**config.mk**
```make
export PLATFORM = sky130hd
export DESIGN_NAME = adcsq_top
export DESIGN_NICKNAME = d
export VERILOG_FILES = /design/src/pkg/adcsq_pkg.sv /design/src/pkg/adcsq_irq_if.sv /design/src/hdl/adcsq_irq.sv /design/src/hdl/adcsq_top.sv
export SDC_FILE = /design/constraint.sdc
export NUM_CORES = 1
export LEC_CHECK = 0
export ABC_CLOCK_PERIOD_IN_PS = 5900
export BUFFER_PORTS_ARGS = -buffer_cell sky130_fd_sc_hd__buf_2
export CAP_MARGIN = 20
export CELL_PAD_IN_SITES_DETAIL_PLACEMENT = 0
export CELL_PAD_IN_SITES_GLOBAL_PLACEMENT = 1
export CORE_AREA = 2 2 115 117
export DETAILED_ROUTE_END_ITERATION = 10
export DIE_AREA = 0 0 117 119
export GPL_TIMING_DRIVEN = 0
export HOLD_SLACK_MARGIN = 0.06
export PLACE_DENSITY_LB_ADDON = 0.1
export SYNTH_ARGS = -nofsm -noshare
export SYNTH_HDL_FRONTEND = slang
export SYNTH_SLANG_ARGS = --single-unit
```
**constraint.sdc**
```tcl
create_clock -name clk_sys -period 5.9 [get_ports clk_sys]
set_input_delay 0.59 -clock clk_sys [delete_from_list [all_inputs] [get_ports clk_sys]]
set_output_delay 0.59 -clock clk_sys [all_outputs]
set_load 0.03 [all_outputs]
```
**src/pkg/adcsq_pkg.sv**
```systemverilog
// Shared constants and types of the conversion chain sequencer.
package adcsq_pkg;

	// ==========================================================
	// Sizes
	localparam int unsigned N_CH  = 8;
	localparam int unsigned CH_W  = 3;
	localparam int unsigned RES_W = 10;
	localparam int unsigned EVT_W = 3;

	// ==========================================================
	// Register byte offsets
	localparam logic [7:0] OFS_CTRL    = 8'h00;
	localparam logic [7:0] OFS_STATUS  = 8'h04;
	localparam logic [7:0] OFS_NMASK   = 8'h08;
	localparam logic [7:0] OFS_JMASK   = 8'h0C;
	localparam logic [7:0] OFS_DONE    = 8'h10;
	localparam logic [7:0] OFS_IRQ_ST  = 8'h14;
	localparam logic [7:0] OFS_IRQ_CLR = 8'h18;
	localparam logic [7:0] OFS_IRQ_EN  = 8'h1C;
	localparam logic [7:0] OFS_RESULT  = 8'h20;

	// ==========================================================
	// Control field positions
	localparam int unsigned B_START  = 0;
	localparam int unsigned B_SCAN   = 1;
	localparam int unsigned B_INJ    = 2;
	localparam int unsigned B_CHABT  = 3;
	localparam int unsigned B_CHCAN  = 4;
	localparam int unsigned B_TSE    = 5;
	localparam int unsigned B_PWDN   = 6;
	localparam int unsigned B_CLKSEL = 7;

	// ==========================================================
	// Status and result field positions
	localparam int unsigned S_NRUN   = 0;
	localparam int unsigned S_INJ    = 1;
	localparam int unsigned S_BUSY   = 2;
	localparam int unsigned S_STATE  = 4;
	localparam int unsigned S_CH     = 8;
	localparam int unsigned R_CH     = 16;

	// ==========================================================
	// Interrupt event positions
	localparam int unsigned E_CHAIN  = 0;
	localparam int unsigned E_JDONE  = 1;
	localparam int unsigned E_CONV   = 2;

	// ==========================================================
	// Reset values
	localparam logic [7:0]       RST_CTRL  = 8'h00;
	localparam logic [N_CH-1:0]  RST_MASK  = 8'h00;
	localparam logic [EVT_W-1:0] RST_IRQ   = 3'h0;

	typedef enum logic [1:0] {
		ST_IDLE = 2'b00,
		ST_NORM = 2'b01,
		ST_INJ  = 2'b10
	} adcsq_state_t;

endpackage

```
**src/pkg/adcsq_irq_if.sv**
```systemverilog
// Event and register signals between the sequencer core and its interrupt unit.
`timescale 1ns/10ps
interface adcsq_irq_if;
	logic [adcsq_pkg::EVT_W-1:0] evt;
	logic [adcsq_pkg::EVT_W-1:0] clr;
	logic                        en_wr;
	logic [adcsq_pkg::EVT_W-1:0] en_wdata;
	logic [adcsq_pkg::EVT_W-1:0] status;
	logic [adcsq_pkg::EVT_W-1:0] en;
	logic                        irq;

	modport core (output evt, output clr, output en_wr, output en_wdata,
		input status, input en, input irq);
	modport unit (input evt, input clr, input en_wr, input en_wdata,
		output status, output en, output irq);
endinterface

```
**src/hdl/adcsq_irq.sv**
```systemverilog
// Sticky event status, enable mask and level interrupt of the sequencer.
`timescale 1ns/10ps
module adcsq_irq (
	// Clock and reset
	input  wire logic     clk_sys,
	input  wire logic     rst_n,
	// Core side
	adcsq_irq_if.unit     bus
);

	logic [adcsq_pkg::EVT_W-1:0] status_q;
	logic [adcsq_pkg::EVT_W-1:0] status_d;
	logic [adcsq_pkg::EVT_W-1:0] en_q;
	logic [adcsq_pkg::EVT_W-1:0] en_d;
	logic                        irq_q;

	// A new event wins over a clear in the same cycle.
	assign status_d = (status_q & ~bus.clr) | bus.evt;
	assign en_d     = bus.en_wr ? bus.en_wdata : en_q;

	always_ff @(posedge clk_sys) begin
		if (!rst_n) begin
			status_q <= adcsq_pkg::RST_IRQ;
			en_q     <= adcsq_pkg::RST_IRQ;
			irq_q    <= 1'b0;
		end else begin
			status_q <= status_d;
			en_q     <= en_d;
			irq_q    <= |(status_d & en_d);
		end
	end

	assign bus.status = status_q;
	assign bus.en     = en_q;
	assign bus.irq    = irq_q;

endmodule

```
**src/hdl/adcsq_top.sv**
```systemverilog
// Conversion chain sequencer with AHB-Lite registers and trigger handshake.
`timescale 1ns/10ps

// Behaviour
// - Injected chain aborts running normal channel, then reconverts it.
// - Channel abort in injected chain skips only that injected channel.
// - Completion flag set per finished channel; skipped ones stay clear.
// - End-of-chain interrupt event raised after every chain.
// - Chain abort ends scan chain; next scan restarts at the lowest enabled channel.
// - Trigger requests are served continuously while servicing is on.
// - Chain abort of injected chain sets its done flag, clears request.
// - Abort requests act on current channel or chain, then self-clear.
// - Every trigger conversion is acknowledged, even when aborted.
// - Analog clock stops in power-down or idle.
// - Clock select one equals digital clock; gating still applies.
module adcsq_top (
	// Clock and reset
	input  wire logic                           clk_sys,
	input  wire logic                           rst_n,
	// AHB-Lite slave
	input  wire logic                           hsel,
	input  wire logic [31:0]                    haddr,
	input  wire logic [1:0]                     htrans,
	input  wire logic                           hwrite,
	input  wire logic [2:0]                     hsize,
	input  wire logic [31:0]                    hwdata,
	input  wire logic                           hready,
	output logic      [31:0]                    hrdata,
	output logic                                hreadyout,
	output logic                                hresp,
	// Cross trigger unit
	input  wire logic                           trig_req,
	input  wire logic [adcsq_pkg::CH_W-1:0]     trig_chan,
	output logic                                trig_ack,
	// Analog converter
	output logic                                ana_start,
	output logic                                ana_abort,
	output logic      [adcsq_pkg::CH_W-1:0]     ana_chan,
	input  wire logic                           ana_eoc,
	input  wire logic [adcsq_pkg::RES_W-1:0]    ana_data,
	output logic                                ana_clk_en,
	output logic                                ana_clk_sel,
	// Interrupt
	output logic                                irq
);

	localparam int unsigned NC = adcsq_pkg::N_CH;
	localparam int unsigned CW = adcsq_pkg::CH_W;

	// ==========================================================
	// Declarations
	adcsq_pkg::adcsq_state_t state_q;
	adcsq_pkg::adcsq_state_t state_d;
	logic                    busy_q;
	logic                    busy_d;
	logic [CW-1:0]           n_ch_q;
	logic [CW-1:0]           n_ch_d;
	logic                    n_act_q;
	logic                    n_act_d;
	logic [CW-1:0]           j_ch_q;
	logic [CW-1:0]           j_ch_d;
	logic                    j_trig_q;
	logic                    j_trig_d;
	logic [CW-1:0]           cur_ch_q;
	logic                    start_q;
	logic                    scan_q;
	logic                    inj_q;
	logic                    chabt_q;
	logic                    chcan_q;
	logic                    tse_q;
	logic                    pwdn_q;
	logic                    csel_q;
	logic [NC-1:0]           nmask_q;
	logic [NC-1:0]           jmask_q;
	logic [NC-1:0]           done_q;
	logic [31:0]             result_q;
	logic [31:0]             hrdata_q;
	logic                    ap_wr_q;
	logic [7:0]              ap_addr_q;
	logic                    ana_start_q;
	logic                    ana_abort_q;
	logic                    trig_ack_q;
	logic                    clk_en_q;
	logic                    clk_sel_q;

	logic                    go_start;
	logic                    go_abort;
	logic                    ch_done;
	logic                    cend_evt;
	logic                    jdone_evt;
	logic                    ack;
	logic                    clr_inj;
	logic                    clr_chabt;
	logic                    clr_chcan;

	adcsq_irq_if irq_bus ();

	// ==========================================================
	// Lowest enabled channel at or above a start index
	function automatic logic [CW:0] pick(input logic [NC-1:0] m,
		input logic [CW:0] from);
		logic [CW:0] r;
		r = '0;
		for (int i = NC - 1; i >= 0; i--) begin
			if (m[i] && ((CW+1)'(i) >= from)) begin
				r = {1'b1, CW'(i)};
			end
		end
		return r;
	endfunction

	// ==========================================================
	// Bus decode
	wire         ap_take  = hsel && htrans[1] && hready;
	wire         wr_ctrl  = ap_wr_q && (ap_addr_q == adcsq_pkg::OFS_CTRL);
	wire         wr_nmask = ap_wr_q && (ap_addr_q == adcsq_pkg::OFS_NMASK);
	wire         wr_jmask = ap_wr_q && (ap_addr_q == adcsq_pkg::OFS_JMASK);
	wire         wr_done  = ap_wr_q && (ap_addr_q == adcsq_pkg::OFS_DONE);
	wire         wr_iclr  = ap_wr_q && (ap_addr_q == adcsq_pkg::OFS_IRQ_CLR);
	wire         wr_ien   = ap_wr_q && (ap_addr_q == adcsq_pkg::OFS_IRQ_EN);
	wire [7:0]   ra       = haddr[7:0];
	wire [7:0]   ctrl_rd  = {csel_q, pwdn_q, tse_q, chcan_q, chabt_q,
		inj_q, scan_q, start_q};
	wire [31:0]  stat_rd  = (32'(n_act_q) << adcsq_pkg::S_NRUN)
		| (32'(state_q == adcsq_pkg::ST_INJ) << adcsq_pkg::S_INJ)
		| (32'(busy_q) << adcsq_pkg::S_BUSY)
		| (32'(state_q) << adcsq_pkg::S_STATE)
		| (32'(cur_ch_q) << adcsq_pkg::S_CH);
	wire [31:0]  rd_mux;

	// Unmapped and write-only offsets read as zero.
	assign rd_mux =
		(ra == adcsq_pkg::OFS_CTRL)   ? 32'(ctrl_rd) :
		(ra == adcsq_pkg::OFS_STATUS) ? stat_rd :
		(ra == adcsq_pkg::OFS_NMASK)  ? 32'(nmask_q) :
		(ra == adcsq_pkg::OFS_JMASK)  ? 32'(jmask_q) :
		(ra == adcsq_pkg::OFS_DONE)   ? 32'(done_q) :
		(ra == adcsq_pkg::OFS_IRQ_ST) ? 32'(irq_bus.status) :
		(ra == adcsq_pkg::OFS_IRQ_EN) ? 32'(irq_bus.en) :
		(ra == adcsq_pkg::OFS_RESULT) ? result_q : 32'h0000_0000;

	// ==========================================================
	// Channel selection
	wire [CW:0]  n_first  = pick(nmask_q, '0);
	wire [CW:0]  n_next   = pick(nmask_q, {1'b0, n_ch_q} + 1'b1);
	wire [CW:0]  j_first  = pick(jmask_q, '0);
	wire [CW:0]  j_next   = pick(jmask_q, {1'b0, j_ch_q} + 1'b1);
	wire         in_inj   = (state_q == adcsq_pkg::ST_INJ);
	wire         trig_take = tse_q && trig_req && !trig_ack_q;
	wire         sw_inj   = inj_q && j_first[CW] && !in_inj;
	wire [CW-1:0] go_ch   = in_inj ? j_ch_q : n_ch_q;

	// ==========================================================
	// Sequencer
	always_comb begin
		state_d   = state_q;
		busy_d    = busy_q;
		n_ch_d    = n_ch_q;
		n_act_d   = n_act_q;
		j_ch_d    = j_ch_q;
		j_trig_d  = j_trig_q;
		go_start  = 1'b0;
		go_abort  = 1'b0;
		ch_done   = 1'b0;
		cend_evt  = 1'b0;
		jdone_evt = 1'b0;
		ack       = 1'b0;
		clr_inj   = 1'b0;
		clr_chabt = 1'b0;
		clr_chcan = 1'b0;
		case (state_q)
			adcsq_pkg::ST_IDLE: begin
				// Abort requests with nothing running are dropped.
				clr_chabt = chabt_q;
				clr_chcan = chcan_q;
				if (trig_take) begin
					state_d  = adcsq_pkg::ST_INJ;
					j_trig_d = 1'b1;
					j_ch_d   = trig_chan;
				end else if (sw_inj) begin
					state_d  = adcsq_pkg::ST_INJ;
					j_trig_d = 1'b0;
					j_ch_d   = j_first[CW-1:0];
					clr_inj  = 1'b1;
				end else if (start_q && n_first[CW]) begin
					state_d  = adcsq_pkg::ST_NORM;
					n_ch_d   = n_first[CW-1:0];
					n_act_d  = 1'b1;
				end
			end
			adcsq_pkg::ST_NORM: begin
				if (chcan_q) begin
					go_abort  = busy_q;
					busy_d    = 1'b0;
					n_act_d   = 1'b0;
					cend_evt  = 1'b1;
					state_d   = adcsq_pkg::ST_IDLE;
				end else if (trig_take || sw_inj) begin
					// The normal channel index is kept for its restore.
					go_abort  = busy_q;
					busy_d    = 1'b0;
					state_d   = adcsq_pkg::ST_INJ;
					j_trig_d  = trig_take;
					j_ch_d    = trig_take ? trig_chan : j_first[CW-1:0];
					clr_inj   = !trig_take;
				end else if (!busy_q) begin
					go_start  = 1'b1;
					busy_d    = 1'b1;
				end else if (chabt_q || ana_eoc) begin
					go_abort  = chabt_q;
					ch_done   = !chabt_q;
					clr_chabt = chabt_q;
					busy_d    = 1'b0;
					if (n_next[CW]) begin
						n_ch_d = n_next[CW-1:0];
					end else begin
						cend_evt = 1'b1;
						if (scan_q && start_q && n_first[CW]) begin
							n_ch_d = n_first[CW-1:0];
						end else begin
							n_act_d = 1'b0;
							state_d = adcsq_pkg::ST_IDLE;
						end
					end
				end
			end
			adcsq_pkg::ST_INJ: begin
				if (chcan_q) begin
					go_abort  = busy_q;
					busy_d    = 1'b0;
					clr_chcan = 1'b1;
					jdone_evt = 1'b1;
					cend_evt  = 1'b1;
					ack       = j_trig_q;
					state_d   = n_act_q ? adcsq_pkg::ST_NORM
						: adcsq_pkg::ST_IDLE;
				end else if (!busy_q) begin
					go_start  = 1'b1;
					busy_d    = 1'b1;
				end else if (chabt_q || ana_eoc) begin
					go_abort  = chabt_q;
					ch_done   = !chabt_q;
					clr_chabt = chabt_q;
					ack       = j_trig_q;
					busy_d    = 1'b0;
					if (!j_trig_q && j_next[CW]) begin
						j_ch_d = j_next[CW-1:0];
					end else begin
						jdone_evt = 1'b1;
						cend_evt  = 1'b1;
						// Resume the preempted normal channel.
						state_d   = n_act_q ? adcsq_pkg::ST_NORM
							: adcsq_pkg::ST_IDLE;
					end
				end
			end
			default: begin
				state_d = adcsq_pkg::ST_IDLE;
				busy_d  = 1'b0;
				n_act_d = 1'b0;
			end
		endcase
	end

	always_ff @(posedge clk_sys) begin
		if (!rst_n) begin
			state_q  <= adcsq_pkg::ST_IDLE;
			busy_q   <= 1'b0;
			n_ch_q   <= '0;
			n_act_q  <= 1'b0;
			j_ch_q   <= '0;
			j_trig_q <= 1'b0;
		end else begin
			state_q  <= state_d;
			busy_q   <= busy_d;
			n_ch_q   <= n_ch_d;
			n_act_q  <= n_act_d;
			j_ch_q   <= j_ch_d;
			j_trig_q <= j_trig_d;
		end
	end

	// ==========================================================
	// Analog and trigger strobes
	always_ff @(posedge clk_sys) begin
		if (!rst_n) begin
			ana_start_q <= 1'b0;
			ana_abort_q <= 1'b0;
			cur_ch_q    <= '0;
			trig_ack_q  <= 1'b0;
		end else begin
			ana_start_q <= go_start;
			ana_abort_q <= go_abort;
			trig_ack_q  <= ack;
			if (go_start) begin
				cur_ch_q <= go_ch;
			end
		end
	end

	// Clock gating holds in either clock select setting.
	always_ff @(posedge clk_sys) begin
		if (!rst_n) begin
			clk_en_q  <= 1'b0;
			clk_sel_q <= 1'b0;
		end else begin
			clk_en_q  <= !pwdn_q && (state_d != adcsq_pkg::ST_IDLE);
			clk_sel_q <= csel_q;
		end
	end

	// ==========================================================
	// Registers
	always_ff @(posedge clk_sys) begin
		if (!rst_n) begin
			{csel_q, pwdn_q, tse_q, scan_q, start_q} <= 5'h00;
			inj_q   <= adcsq_pkg::RST_CTRL[adcsq_pkg::B_INJ];
			chabt_q <= adcsq_pkg::RST_CTRL[adcsq_pkg::B_CHABT];
			chcan_q <= adcsq_pkg::RST_CTRL[adcsq_pkg::B_CHCAN];
			nmask_q <= adcsq_pkg::RST_MASK;
			jmask_q <= adcsq_pkg::RST_MASK;
		end else begin
			if (wr_ctrl) begin
				start_q <= hwdata[adcsq_pkg::B_START];
				scan_q  <= hwdata[adcsq_pkg::B_SCAN];
				tse_q   <= hwdata[adcsq_pkg::B_TSE];
				pwdn_q  <= hwdata[adcsq_pkg::B_PWDN];
				csel_q  <= hwdata[adcsq_pkg::B_CLKSEL];
				inj_q   <= hwdata[adcsq_pkg::B_INJ];
				chabt_q <= hwdata[adcsq_pkg::B_CHABT];
				chcan_q <= hwdata[adcsq_pkg::B_CHCAN];
			end else begin
				inj_q   <= inj_q && !clr_inj;
				chabt_q <= chabt_q && !clr_chabt;
				chcan_q <= chcan_q && !clr_chcan;
			end
			if (wr_nmask) begin
				nmask_q <= hwdata[NC-1:0];
			end
			if (wr_jmask) begin
				jmask_q <= hwdata[NC-1:0];
			end
		end
	end

	// Per-channel done flags; completion wins over a write-one clear.
	for (genvar i = 0; i < NC; i++) begin : g_done
		wire set_i = ch_done && (cur_ch_q == CW'(i));
		always_ff @(posedge clk_sys) begin
			if (!rst_n) begin
				done_q[i] <= 1'b0;
			end else begin
				done_q[i] <= set_i || (done_q[i] && !(wr_done && hwdata[i]));
			end
		end
	end

	always_ff @(posedge clk_sys) begin
		if (!rst_n) begin
			result_q <= 32'h0000_0000;
		end else if (ch_done) begin
			result_q <= (32'(cur_ch_q) << adcsq_pkg::R_CH) | 32'(ana_data);
		end
	end

	// ==========================================================
	// AHB-Lite slave, zero wait states
	always_ff @(posedge clk_sys) begin
		if (!rst_n) begin
			ap_wr_q   <= 1'b0;
			ap_addr_q <= 8'h00;
			hrdata_q  <= 32'h0000_0000;
		end else begin
			ap_wr_q   <= ap_take && hwrite;
			ap_addr_q <= haddr[7:0];
			if (ap_take && !hwrite) begin
				hrdata_q <= rd_mux;
			end
		end
	end

	assign hrdata    = hrdata_q;
	assign hreadyout = 1'b1;
	assign hresp     = 1'b0;

	// ==========================================================
	// Interrupt unit
	assign irq_bus.evt      = {ch_done, jdone_evt, cend_evt};
	assign irq_bus.clr      = wr_iclr ? hwdata[adcsq_pkg::EVT_W-1:0] : '0;
	assign irq_bus.en_wr    = wr_ien;
	assign irq_bus.en_wdata = hwdata[adcsq_pkg::EVT_W-1:0];

	adcsq_irq u_irq (
		.clk_sys (clk_sys),
		.rst_n   (rst_n),
		.bus     (irq_bus)
	);

	// ==========================================================
	// Outputs
	assign ana_start   = ana_start_q;
	assign ana_abort   = ana_abort_q;
	assign ana_chan    = cur_ch_q;
	assign trig_ack    = trig_ack_q;
	assign ana_clk_en  = clk_en_q;
	assign ana_clk_sel = clk_sel_q;
	assign irq         = irq_bus.irq;

endmodule

```
==> results of run 1 <==
==> routing by layer <==
metal	vias up	track usage, %	routed length, um
met3	30	3.51	976
met5	-	0	0
met1	2466	36.3	8110
met4	0	8.82	426
met2	192	38.8	7770
li1	2439	-	-
==> critical path, stage by stage, from the launching register on <==
cell and delay [ns]:
dfxtp_1 0.45, inv_1 0.09, ha_1 0.36, a22oi_1 0.22
o211ai_1 0.17, a2111oi_2 0.81, a21boi_1 0.33, o311ai_1 0.34
o221ai_1 0.16
==> synthesized netlist by cell type (all sizes together) (3+ instances only) <==
cell type	number
a221oi	11
a221o	3
ha	10
nand4b	3
nand3	12
o211ai	4
nand2	66
inv	22
o31ai	6
o211a	4
nand2b	7
nor4b	3
a311oi	4
or3	4
nor2b	9
a32oi	5
nor3	10
dfxtp	94
clkbuf	30
or4	9
a211o	3
a41oi	3
mux2i	35
nand3b	3
a21oi	56
a211oi	5
nor2	70
o21a	9
o21ai	35
a21boi	7
nor3b	7
a31oi	8
and2	11
buf	35
nor4	4
==> state kept, by name (all words and copies together), names as in the netlist, 2 cells and up <==
register	count
result_q	13
nmask_q	8
ana_chan	3
n_ch_q	3
done_q	8
j_ch_q	3
ap_addr_q	8
u_irq.bus.en	3
u_irq.bus.status	3
jmask_q	8
hrdata	14
state_q	2
==> stage by stage <==
step           total power (W)  hold WS, ns
2_1_floorplan         0.000712        0.436
3_3_place_gp          0.000747        0.440
3_5_place_dp          0.000747        0.443
4_1_cts                0.00131        0.453
5_1_grt                0.00134        0.474
6_report               0.00130        0.450
==> power breakdown <==
group | leakage [nW] | switching, W | internal (W)
registers | 0.760 | 0.00000318 | 0.000639
logic | 1.52 | 0.0000634 | 0.0000287
clock network | 0.129 | 0.000276 | 0.000290
==> cells by family after synthesis <==
| group | share of synthesized area [%] |
|---|---|
| compound gates | 24.4 |
| xor+xnor | 0.336 |
| fa+ha+maj | 2.40 |
| buf+inv | 8.49 |
| flops | 36.0 |
| mux | 6.93 |
| other cells | 0.144 |
| simple gates | 21.2 |
==> layout by cell type, fill, tap and decap left out, types with 11 or more instances in the layout <==
cell type   n
mux2i_1    35
nand2_1    66
a21oi_1    56
inv_1      22
nor2_1     70
buf_2      63
dfxtp_1    94
buf_4      23
and2_1     11
conb_1     20
clkbuf_1   30
a221oi_1   11
nand3_1    12
o21ai_0    31
==> final cells by class <==
type / instances / area [um^2]
Fill cell: 1297 / 6800
Multi-Input combinational cell: 479 / 2960
Sequential cell: 94 / 1880
Buffer: 65 / 360
Timing Repair Buffer: 57 / 285
Clock buffer: 9 / 225
Tap cell: 176 / 220
Inverter: 22 / 82.6
Clock inverter: 7 / 53.8
==> final timing paths <==
| kind | endpoint | slack (ns) | start | cells past startpoint |
|---|---|---|---|---|
| max | ana_clk_en$_SDFF_PN0_ | 2.84 | n_ch_q[0]$_SDFFE_PN0P_ | 8 |
| min | hrdata[18]$_SDFFE_PN0P_ | 0.45 | hrdata[18]$_SDFFE_PN0P_ | 2 |
| max reg2reg | ana_clk_en$_SDFF_PN0_ | 2.84 | n_ch_q[0]$_SDFFE_PN0P_ | 8 |
| min reg2reg | hrdata[18]$_SDFFE_PN0P_ | 0.45 | hrdata[18]$_SDFFE_PN0P_ | 2 |
==> summary.md, run 1 <==
| Metric | Value |
|---|---|
| Status | `completed` |
| CTS max path bufs | `2` |
| Root buf cell | `clkbuf_16` |
| Die area | `13900 um^2` |
| Tot GR Track Use | `25.3%` |
| WP data arrival | `3.29 ns` |
| Maximum clock rate | `326 MHz` |
| Post-CTS Setup Bufs | `0` |
| Synth unique cells | `70` |
| WL/cell | `19.0 um` |
| Initial antenna violation count | `0` |
| Resize count post-CTS | `0` |
| CTS clk-pin slew, worst paths | `0.07 ns` |
| Number of enable flip-flop cells after synthesis | `0` |
| Clock Latency Late Sink | `0.36 ns` |
| Die width | `117 um` |
| Mapped cell area | `5220 um^2` |
| RSZ-0062 raised after global routing | `no` |
| Critical Path Start Type | `register` |
| Sequential area share after synthesis | `36.0%` |
| #FFs+latches synth | `94` |
| Crit path time final | `3.06 ns` |
| Worst VDD drop | `0.153 mV` |
| # DRC | `0` |
| Final Non-Filler Cells | `909` |
| Starting DRC count in detailed routing | `372` |
| Detailed Place HPWL | `12800 um` |
| Most used DFF post-synth | `dfxtp_1` |
| CP max FO | `7` |
| Layout cells sized above 1 | `16.1%` |
| Fin. Hold Viols | `0` |
| Synth area leader | `dfxtp_1` |
| Avg Inst Size Synth | `8.13 um^2` |
| Yosys warnings | `0` |
| IO buf count | `57` |
| TNS Setup | `0 ns` |
| DP Area | `5790 um^2` |
| CP required | `6.12 ns` |
| H-Tree Depth | `3` |
| Finished Cell Area | `6070 um^2` |
| Hold buffers post-CTS | `0` |
| Fraction of registers with async set/reset | `0%` |
| Num ports | `132` |
| First-pass DRT Iterations | `5` |
| Via count | `5127` |
| # rows | `42` |
| Pre-CTS WS | `2.84 ns` |
| WL final | `17300 um` |
| Synth top area cells | `dfxtp_1, mux2i_1, a21oi_1` |
| Largest net degree at the start of global routing | `18` |
| Post-DRT Antenna Nets | `0` |
| CTS buffer count | `9` |
| Total congestion overflow | `0` |
| Core Box Area | `12900 um^2` |
| CTS tree | `yes` |
| GP Congestion | `0.905` |
| Via density | `5.64` |
| Slew HR | `45.3%` |
| Area grow syn2layout | `16.3%` |
| Hold Path Class | `reg -> reg` |
| Nature of the critical path endpoint | `register` |
| Fin worst setup slack | `2.84 ns` |
| Mapped Cells | `642` |
| Placed cell count | `893` |
| Vias in the first global route | `4801` |
| Initial cell density of the core | `40.5%` |
| Inserted Diodes | `0` |
| Post-Route Utilization | `47.2%` |
| Crit share post-route | `51.9%` |
| Power density over the cells | `214 nW/um^2` |
| Final Setup Violations | `0` |
| Nets | `827` |
| First-pass GRT wire length | `26700 um` |
| Max Clock Skew | `0.00839 ns` |
| Worst slew pin tran | `0.819 ns` |
| Height of the die | `119 um` |
| Final Max Tran Viols | `0` |
| Leak | `2.41 nW` |
| CTS sink cnt | `94` |
| Max Cap Violations | `0` |
| Top-area cell type share of the netlist area | `36.0%` |
| WS Path Type | `reg -> reg` |
Power figures use the tool's default switching activity.
==> inputs of run 2 (changes only) <==
--- a/config.mk
+++ b/config.mk
@@ -5,14 +5,14 @@
 export SDC_FILE = /design/constraint.sdc
 export NUM_CORES = 1
 export LEC_CHECK = 0
-export ABC_CLOCK_PERIOD_IN_PS = 5900
+export ABC_CLOCK_PERIOD_IN_PS = 2500
 export BUFFER_PORTS_ARGS = -buffer_cell sky130_fd_sc_hd__buf_2
 export CAP_MARGIN = 20
 export CELL_PAD_IN_SITES_DETAIL_PLACEMENT = 0
 export CELL_PAD_IN_SITES_GLOBAL_PLACEMENT = 1
-export CORE_AREA = 2 2 115 117
+export CORE_AREA = 2 2 126 128
 export DETAILED_ROUTE_END_ITERATION = 10
-export DIE_AREA = 0 0 117 119
+export DIE_AREA = 0 0 128 130
 export GPL_TIMING_DRIVEN = 0
 export HOLD_SLACK_MARGIN = 0.06
 export PLACE_DENSITY_LB_ADDON = 0.1
==> constraint.sdc (replaced) <==
create_clock -name clk_sys -period 2.5 [get_ports clk_sys]
set_input_delay 0.25 -clock clk_sys [delete_from_list [all_inputs] [get_ports clk_sys]]
set_output_delay 0.25 -clock clk_sys [all_outputs]
set_load 0.03 [all_outputs]
==> run 2 against run 1 <==
Combinational power increased by 140%; non-clock buffer count grew 2; highest routed layer unchanged; core utilization fell by 6.1 points; final cell count is 2.0% higher; first-iteration DRC count is 5.4% higher; clock power up 150%; sequential share of layout area down 1.1 points; sequential power rose by 130%; largest power group unchanged; via count decreased by 1.4%; routed wire length increased by 6.4%.
==> summary.md, run 2 (synthesized netlist as in run 1, its figures left out) <==
| Metric | Value |
|---|---|
| Initial cell density of the core | `33.8% (-6.7 points)` |
| Hold Path Class | `in -> reg` |
| R2R setup slack | `0.04 ns (-2.80 ns)` |
| Post-DRT Antenna Nets | `0 (unchanged)` |
| Nature of the critical path endpoint | `register` |
| Area grow syn2layout | `21.4%` |
| CP max FO | `10 (+3)` |
| Height of the die | `130 um (+9.2%)` |
| Critical Path Start Type | `register` |
| Most frequent cells in the layout | `dfxtp_1, nor2_1, nand2_1` |
| CTS sink cnt | `94 (unchanged)` |
| Final total power | `0.00312 W (+140%)` |
| Tot GR Track Use | `22.3% (-3.0 points)` |
| Num ports | `132 (unchanged)` |
| GP Congestion | `0.883 (-2.4%)` |
| Hold Crit Depth | `2 (unchanged)` |
| Fin worst setup slack | `0.0385 ns (-2.80 ns)` |
| Largest net degree at the start of global routing | `18 (unchanged)` |
| Layout cells sized above 1 | `20.4% (+4.3 points)` |
| Worst slew pin tran | `0.754 ns (-0.0648 ns)` |
| WP data arrival | `2.68 ns (-0.61 ns)` |
| CTS max path bufs | `2 (unchanged)` |
| Die width | `128 um (+9.4%)` |
| CTS buffer count | `9 (unchanged)` |
| Crit path time final | `2.46 ns (-0.603 ns)` |
| Slew HR | `49.7% (+4.4 points)` |
| Max reg flops | `14 (unchanged)` |
| WL final | `18400 um (+6.4%)` |
| Detailed Place HPWL | `13700 um (+7.4%)` |
| Inserted Diodes | `0 (unchanged)` |
| Clock Latency Late Sink | `0.36 ns (about the same)` |
| Cell Chain, Critical Path | `or4_1 > or3_1 > nor3b_2 > buf_2 > mux2i_1 > nor2_1` |
| CTS tree | `yes` |
| WS Path Type | `reg -> reg` |
| CTS clk-pin slew, worst paths | `0.07 ns (about the same)` |
| Buf/Inv on CP | `1 (unchanged)` |
| CP max stage cell | `or4_1` |
| Pre-CTS WS | `-0.660 ns (-3.50 ns)` |
| Power density over the cells | `493 nW/um^2 (+130%)` |
| Nets | `829 (+0.24%)` |
| Hold Startpoint | `haddr[4]` |
| Finished Cell Area | `6340 um^2 (+4.4%)` |
| Die area | `16600 um^2 (+20%)` |
| # DRC | `0 (unchanged)` |
| Starting DRC count in detailed routing | `392 (+5.4%)` |
| First-pass GRT wire length | `27900 um (+4.5%)` |
| Leading cell type in the layout, fill and taps excluded | `dfxtp_1` |
| CP delay by family, top | `simple AND/OR/NAND/NOR gates` |
| TNS Setup | `0 ns (unchanged)` |
| Crit share post-route | `98.5% (+47 points)` |
| DP Area | `5810 um^2 (+0.35%)` |
| Worst reg-to-reg path cell count | `6 (-2)` |
| CP required | `2.72 ns (-3.40 ns)` |
| Max Clock Skew | `0.0108 ns (+0.00238 ns)` |
| Max Cap Violations | `0 (unchanged)` |
| Reg-to-Reg Start | `ap_addr_q[0]$_SDFF_PN0_` |
| Vias in the first global route | `4848 (+0.98%)` |
| Fin. Hold Viols | `0 (unchanged)` |
| Crit Reg-Reg Endpoint | `nmask_q[4]$_SDFFE_PN0P_` |
| Fillers | `1630 (+26%)` |
| Initial antenna violation count | `0 (unchanged)` |
| Worst Hold End | `ap_addr_q[4]$_SDFF_PN0_` |
| H-Tree Depth | `3 (unchanged)` |
| IO buf count | `57 (unchanged)` |
| Final Setup Violations | `0 (unchanged)` |
| # rows | `46 (+9.5%)` |
| Leak | `2.48 nW (+2.9%)` |
| Maximum clock rate | `406 MHz (+24%)` |
| RSZ-0062 raised after global routing | `yes` |
| First-pass DRT Iterations | `5 (unchanged)` |
| Worst VDD drop | `0.301 mV (+97%)` |
| Via count | `5053 (-1.4%)` |
| Total congestion overflow | `0 (unchanged)` |
| Root buf cell | `clkbuf_16` |
| Via density | `5.45 (-3.4%)` |
| Final Max Tran Viols | `0 (unchanged)` |
| Status | `completed` |
| Core Box Area | `15400 um^2 (+20%)` |
| WL/cell | `19.8 um (+4.3%)` |
| Max incr delay on CP | `0.59 ns (-0.22 ns)` |
## run 2: changes by cell type in the layout (fill, tap and decap cells not counted), moves of 3 or more
cell | previous run | this run
clkinvlp_4 | 3 | 0
ha_1 | 10 | 5
dfxtp_4 | 0 | 3
ha_4 | 0 | 3
buf_4 | 23 | 30
dfxtp_1 | 94 | 88
dfxtp_2 | 0 | 3
clkbuf_1 | 30 | 25
## run 2: worst reg2reg max path, stage by stage, from the launching register on
cell     delay (ns)
dfxtp_1        0.30
or4_1          0.59
or3_1          0.42
nor3b_2        0.43
buf_2          0.32
mux2i_1        0.22
nor2_1         0.05
## run 2: power breakdown
part,internal (W),switching (W)
combinational,0.0000684,0.000149
sequential,0.00151,0.00000759
clock,0.000721,0.000671
## run 2: worst max-delay path by stage
stage | to | slack (ns) | start | cells past startpoint
CTS | ana_clk_en$_SDFF_PN0_ | 0.006 | n_ch_q[1]$_SDFFE_PN0P_ | 9
floorplan | n_act_q$_SDFFE_PN0P_ | 0.09 | n_ch_q[0]$_SDFFE_PN0P_ | 8
global placement | ana_clk_en$_SDFF_PN0_ | -0.62 | n_ch_q[0]$_SDFFE_PN0P_ | 8
global route | done_q[5]$_SDFF_PN0_ | -0.09 | ap_addr_q[0]$_SDFF_PN0_ | 6
detailed placement | ana_clk_en$_SDFF_PN0_ | -0.66 | n_ch_q[0]$_SDFFE_PN0P_ | 8
finish | nmask_q[4]$_SDFFE_PN0P_ | 0.04 | ap_addr_q[0]$_SDFF_PN0_ | 6
## run 2: metrics by stage
stage	instances	util, %	hold slack, ns
2_1_floorplan	660	-	0.364
3_3_place_gp	909	37.7	0.443
3_5_place_dp	909	37.7	0.446
4_1_cts	925	40.3	0.108
5_1_grt	927	41.1	0.125
6_report	927	41.1	0.117
## run 2: what timing repair did
action	4_1_cts	5_1_grt
setup buffers	3	4
setup endpoints to repair	43	39
resized for setup	21	22
pin swaps	4	8
cloned	0	0
hold buffers	0	0
## run 2: cell type report
type                            count  area, um^2  share of cell area [%]
Inverter                           22        82.6                    1.30
Timing Repair Buffer               64         342                    5.39
Clock buffer                       10         239                    3.77
Buffer                             60         344                    5.43
Sequential cell                    94        1900                    29.9
Tap cell                          192         240                    3.79
Clock inverter                      6        51.3                   0.809
Multi-Input combinational cell    479        3140                    49.6
## run 2: per-layer routing
layer	share of wire, %	vias up	GRT usage [%]
li1	-	2444	-
met5	0	-	0
met1	46	2404	29.8
met3	4.8	37	3.08
met2	46	168	35.9
met4	3.6	0	10.4
==> inputs of run 3 (changes only) <==
--- a/config.mk
+++ b/config.mk
@@ -18,4 +18,5 @@
 export PLACE_DENSITY_LB_ADDON = 0.1
 export SYNTH_ARGS = -nofsm -noshare
 export SYNTH_HDL_FRONTEND = slang
+export SYNTH_HIERARCHICAL = 1
 export SYNTH_SLANG_ARGS = --single-unit
==> run 3 against run 2 <==
Sequential power about the same; count of clock-buffer cells in the layout unchanged; worst hold slack improved by 0.0075 ns; largest power group unchanged.
==> summary.md, run 3 <==
| Metric | Value |
|---|---|
| Status | `completed` |
| GP Congestion | `0.879 (-0.43%)` |
| WL/cell | `19.3 um (-2.8%)` |
| Final Non-Filler Cells | `933 (+0.65%)` |
| CP required | `2.79 ns (+0.07 ns)` |
| Critical Path Start Type | `register` |
| Sequential area share after synthesis | `35.8% (-0.25 points)` |
| Mapped Cells | `645 (+0.47%)` |
| Synth area leader | `dfxtp_1` |
| Inserted Diodes | `0 (unchanged)` |
| RSZ-0062 raised after global routing | `yes` |
| Hold buffers post-CTS | `0 (unchanged)` |
| Via count | `5041 (-0.24%)` |
| CTS sink cnt | `94 (unchanged)` |
| Sw Share | `25.3% (-1.2 points)` |
| Number of enable flip-flop cells after synthesis | `0 (unchanged)` |
| WL final | `18000 um (-2.2%)` |
| Layout cells sized above 1 | `24.4% (+4.0 points)` |
| Worst hold margin | `0.124 ns (+0.00749 ns)` |
| Hold Startpoint | `hwrite` |
| CP max stage cell | `or4_4` |
| Via density | `5.40 (-0.88%)` |
| Core Box Area | `15400 um^2 (unchanged)` |
| Final total power | `0.00315 W (+1.0%)` |
| Fin worst setup slack | `0.0617 ns (+0.0233 ns)` |
| Synth cell count leaders | `dfxtp_1, nor2_1, nand2_1` |
| Hold Crit Depth | `3 (+1)` |
| #FFs+latches synth | `94 (unchanged)` |
| Fillers | `1628 (-0.12%)` |
| # DRC | `0 (unchanged)` |
| Leading cell type in the layout, fill and taps excluded | `dfxtp_1` |
| CP max FO | `10 (unchanged)` |
| Initial antenna violation count | `0 (unchanged)` |
| Fin. Hold Viols | `0 (unchanged)` |
| CTS clk-pin slew, worst paths | `0.07 ns (about the same)` |
| Pre-CTS WS | `-0.418 ns (+0.242 ns)` |
| Most used DFF post-synth | `dfxtp_1` |
| Hold Path Class | `in -> reg` |
| CTS buffer count | `9 (unchanged)` |
| Detailed Place HPWL | `13400 um (-1.8%)` |
| Total congestion overflow | `0 (unchanged)` |
| Max Clock Skew | `0.00670 ns (-0.00408 ns)` |
| Post-DRT Antenna Nets | `0 (unchanged)` |
| Height of the die | `130 um (unchanged)` |
| Crit share post-route | `97.5% (-0.93 points)` |
| Vias in the first global route | `4668 (-3.7%)` |
| CTS max path bufs | `2 (unchanged)` |
| Crit path time final | `2.44 ns (-0.0233 ns)` |
| Worst Hold End | `ap_wr_q$_SDFF_PN0_` |
| Die area | `16600 um^2 (unchanged)` |
| Worst VDD drop | `0.332 mV (+10%)` |
| Top-area cell type share of the netlist area | `35.8% (-0.25 points)` |
| Fraction of registers with async set/reset | `0% (unchanged)` |
| Max incr delay on CP | `0.49 ns (-0.10 ns)` |
| Tot GR Track Use | `21.8% (-0.49 points)` |
| Clock Latency Late Sink | `0.35 ns (about the same)` |
| Cell Int Power | `0.00236 W (+2.6%)` |
| H-Tree Depth | `3 (unchanged)` |
| Die width | `128 um (unchanged)` |
| Avg Inst Size Synth | `8.15 um^2 (+0.23%)` |
| Root buf cell | `clkbuf_16` |
| Nets | `835 (+0.72%)` |
| First-pass DRT Iterations | `7 (+2)` |
| Synth unique cells | `79 (+13%)` |
| Most frequent cells in the layout | `dfxtp_1, nor2_1, nand2_1` |
| Slew HR | `45.2% (-4.6 points)` |
| Comb pwr share | `6.6% (-0.3 points)` |
| Worst slew pin tran | `0.822 ns (+0.0687 ns)` |
| Num ports | `132 (unchanged)` |
| Largest net degree at the start of global routing | `17 (-1)` |
| Reg-to-Reg Start | `jmask_q[7]$_SDFFE_PN0P_` |
| Power density over the cells | `495 nW/um^2 (+0.45%)` |
| Cell Chain, Critical Path | `nor4_4 > a211o_2 > a31oi_2 > nand2b_4 > or4_4 > buf_6 > inv_6 > buf_12 > o21ai_1 > o2bb2ai_1` |
| Placed cell count | `913 (+0.44%)` |
| Psw | `0.000799 W (-3.4%)` |
| Starting DRC count in detailed routing | `345 (-12%)` |
| Most numerous cell in the Yosys netlist | `dfxtp_1` |
| Final Max Tran Viols | `0 (unchanged)` |
| Leak | `2.49 nW (about the same)` |
| R2R setup slack | `0.06 ns (+0.02 ns)` |
| Max Cap Violations | `0 (unchanged)` |
| Worst reg-to-reg path cell count | `10 (+4)` |
| # rows | `46 (unchanged)` |
| First-pass GRT wire length | `27400 um (-1.7%)` |
| Maximum clock rate | `410 MHz (+0.95%)` |
| Final Setup Violations | `0 (unchanged)` |
| Mapped cell area | `5260 um^2 (+0.70%)` |
| CTS tree | `yes` |
| Clk pwr share | `45.5% (+0.9 points)` |
| Max reg flops | `14 (unchanged)` |
| Sequential power share | `47.9% (-0.6 points)` |
| Nature of the critical path endpoint | `register` |
| Area grow syn2layout | `21.3%` |
| WS Path Type | `reg -> reg` |
| TNS Setup | `0 ns (unchanged)` |
| WP data arrival | `2.73 ns (+0.05 ns)` |
| Yosys warnings | `6 (+6)` |
| Initial cell density of the core | `34.1% (+0.24 points)` |
| Synth top area cells | `dfxtp_1, mux2i_1, nor2_1` |
| Crit Reg-Reg Endpoint | `u_irq/bus.irq$_SDFF_PN0_` |
| IO buf count | `58 (+1.8%)` |
==> run 3: metal layers <==
metal | GRT usage (%) | vias up | share of wire [%]
met1 | 31.3 | 2453 | 48
met5 | 0 | - | 0
met3 | 2.67 | 15 | 5.3
met4 | 6.79 | 0 | 1.2
li1 | - | 2428 | -
met2 | 34.4 | 145 | 46
==> run 3: layout make-up <==
type	count	area, um^2	share of cell area, %
inverter	24	95.1	1.49
multi-input combinational	489	3170	49.8
clock inverter	6	68.8	1.08
sequential	94	1900	29.9
tap	192	240	3.77
clock buffer	10	229	3.59
timing repair buffer	63	328	5.14
buffer	55	338	5.30
==> run 3: repair_timing <==
item,CTS,global route
gates cloned,0,0
pin swaps,3,9
gates resized for setup,25,30
setup buffers,1,4
setup endpoints to repair,28,28
==> run 3: per-stage QoR <==
step	util, %	area, um^2
6_report	41.3	6370
5_1_grt	41.3	6370
4_1_cts	40.4	6230
3_5_place_dp	38.0	5850
3_3_place_gp	38.0	5850
2_1_floorplan	-	5320
==> run 3: kinds of logic (layout without fill, tap and decap cells) <==
| family | Yosys count | count (layout) | share of synthesized area (%) |
|---|---|---|---|
| DFF | 94 | 94 | 35.8 |
| adders and majority gates | 10 | 10 | 2.38 |
| buffers and inverters | 80 | 158 | 8.16 |
| muxes | 36 | 36 | 6.95 |
| xor gates and xnor gates | 2 | 2 | 0.333 |
| other | 2 | 20 | 0.143 |
| and+or+nand+nor | 248 | 248 | 23.3 |
| AOI/OAI and AO/OA | 173 | 173 | 22.9 |
==> run 3: power by group through the flow <==
stage | registers, W | logic (W) | clock network, W
after floorplan | 0.00156 | 0.000118 | 0
after global placement | 0.00155 | 0.000205 | 0
after detailed placement | 0.00155 | 0.000205 | 0
after CTS | 0.00151 | 0.000206 | 0.00146
after global routing | 0.00151 | 0.000225 | 0.00151
final | 0.00151 | 0.000209 | 0.00143
==> run 3: worst max-delay path by stage <==
stage | cells past startpoint | to | start
6_report | 10 | u_irq/bus.irq$_SDFF_PN0_ | jmask_q[7]$_SDFFE_PN0P_
3_5_place_dp | 9 | u_irq/bus.irq$_SDFF_PN0_ | state_q[0]$_SDFF_PN0_
3_3_place_gp | 9 | u_irq/bus.irq$_SDFF_PN0_ | state_q[0]$_SDFF_PN0_
5_1_grt | 11 | u_irq/bus.irq$_SDFF_PN0_ | j_ch_q[0]$_SDFFE_PN0P_
4_1_cts | 12 | u_irq/bus.irq$_SDFF_PN0_ | n_ch_q[1]$_SDFFE_PN0P_
2_1_floorplan | 9 | ana_clk_en$_SDFF_PN0_ | j_ch_q[0]$_SDFFE_PN0P_
==> run 3: critical path, delay by kind of cell (launching register included) <==
family	cells	cell delay [ns]
AOI/OAI and AO/OA	4	0.58
DFF	1	0.40
and+or+nand+nor	3	1.03
buffers and inverters	3	0.37
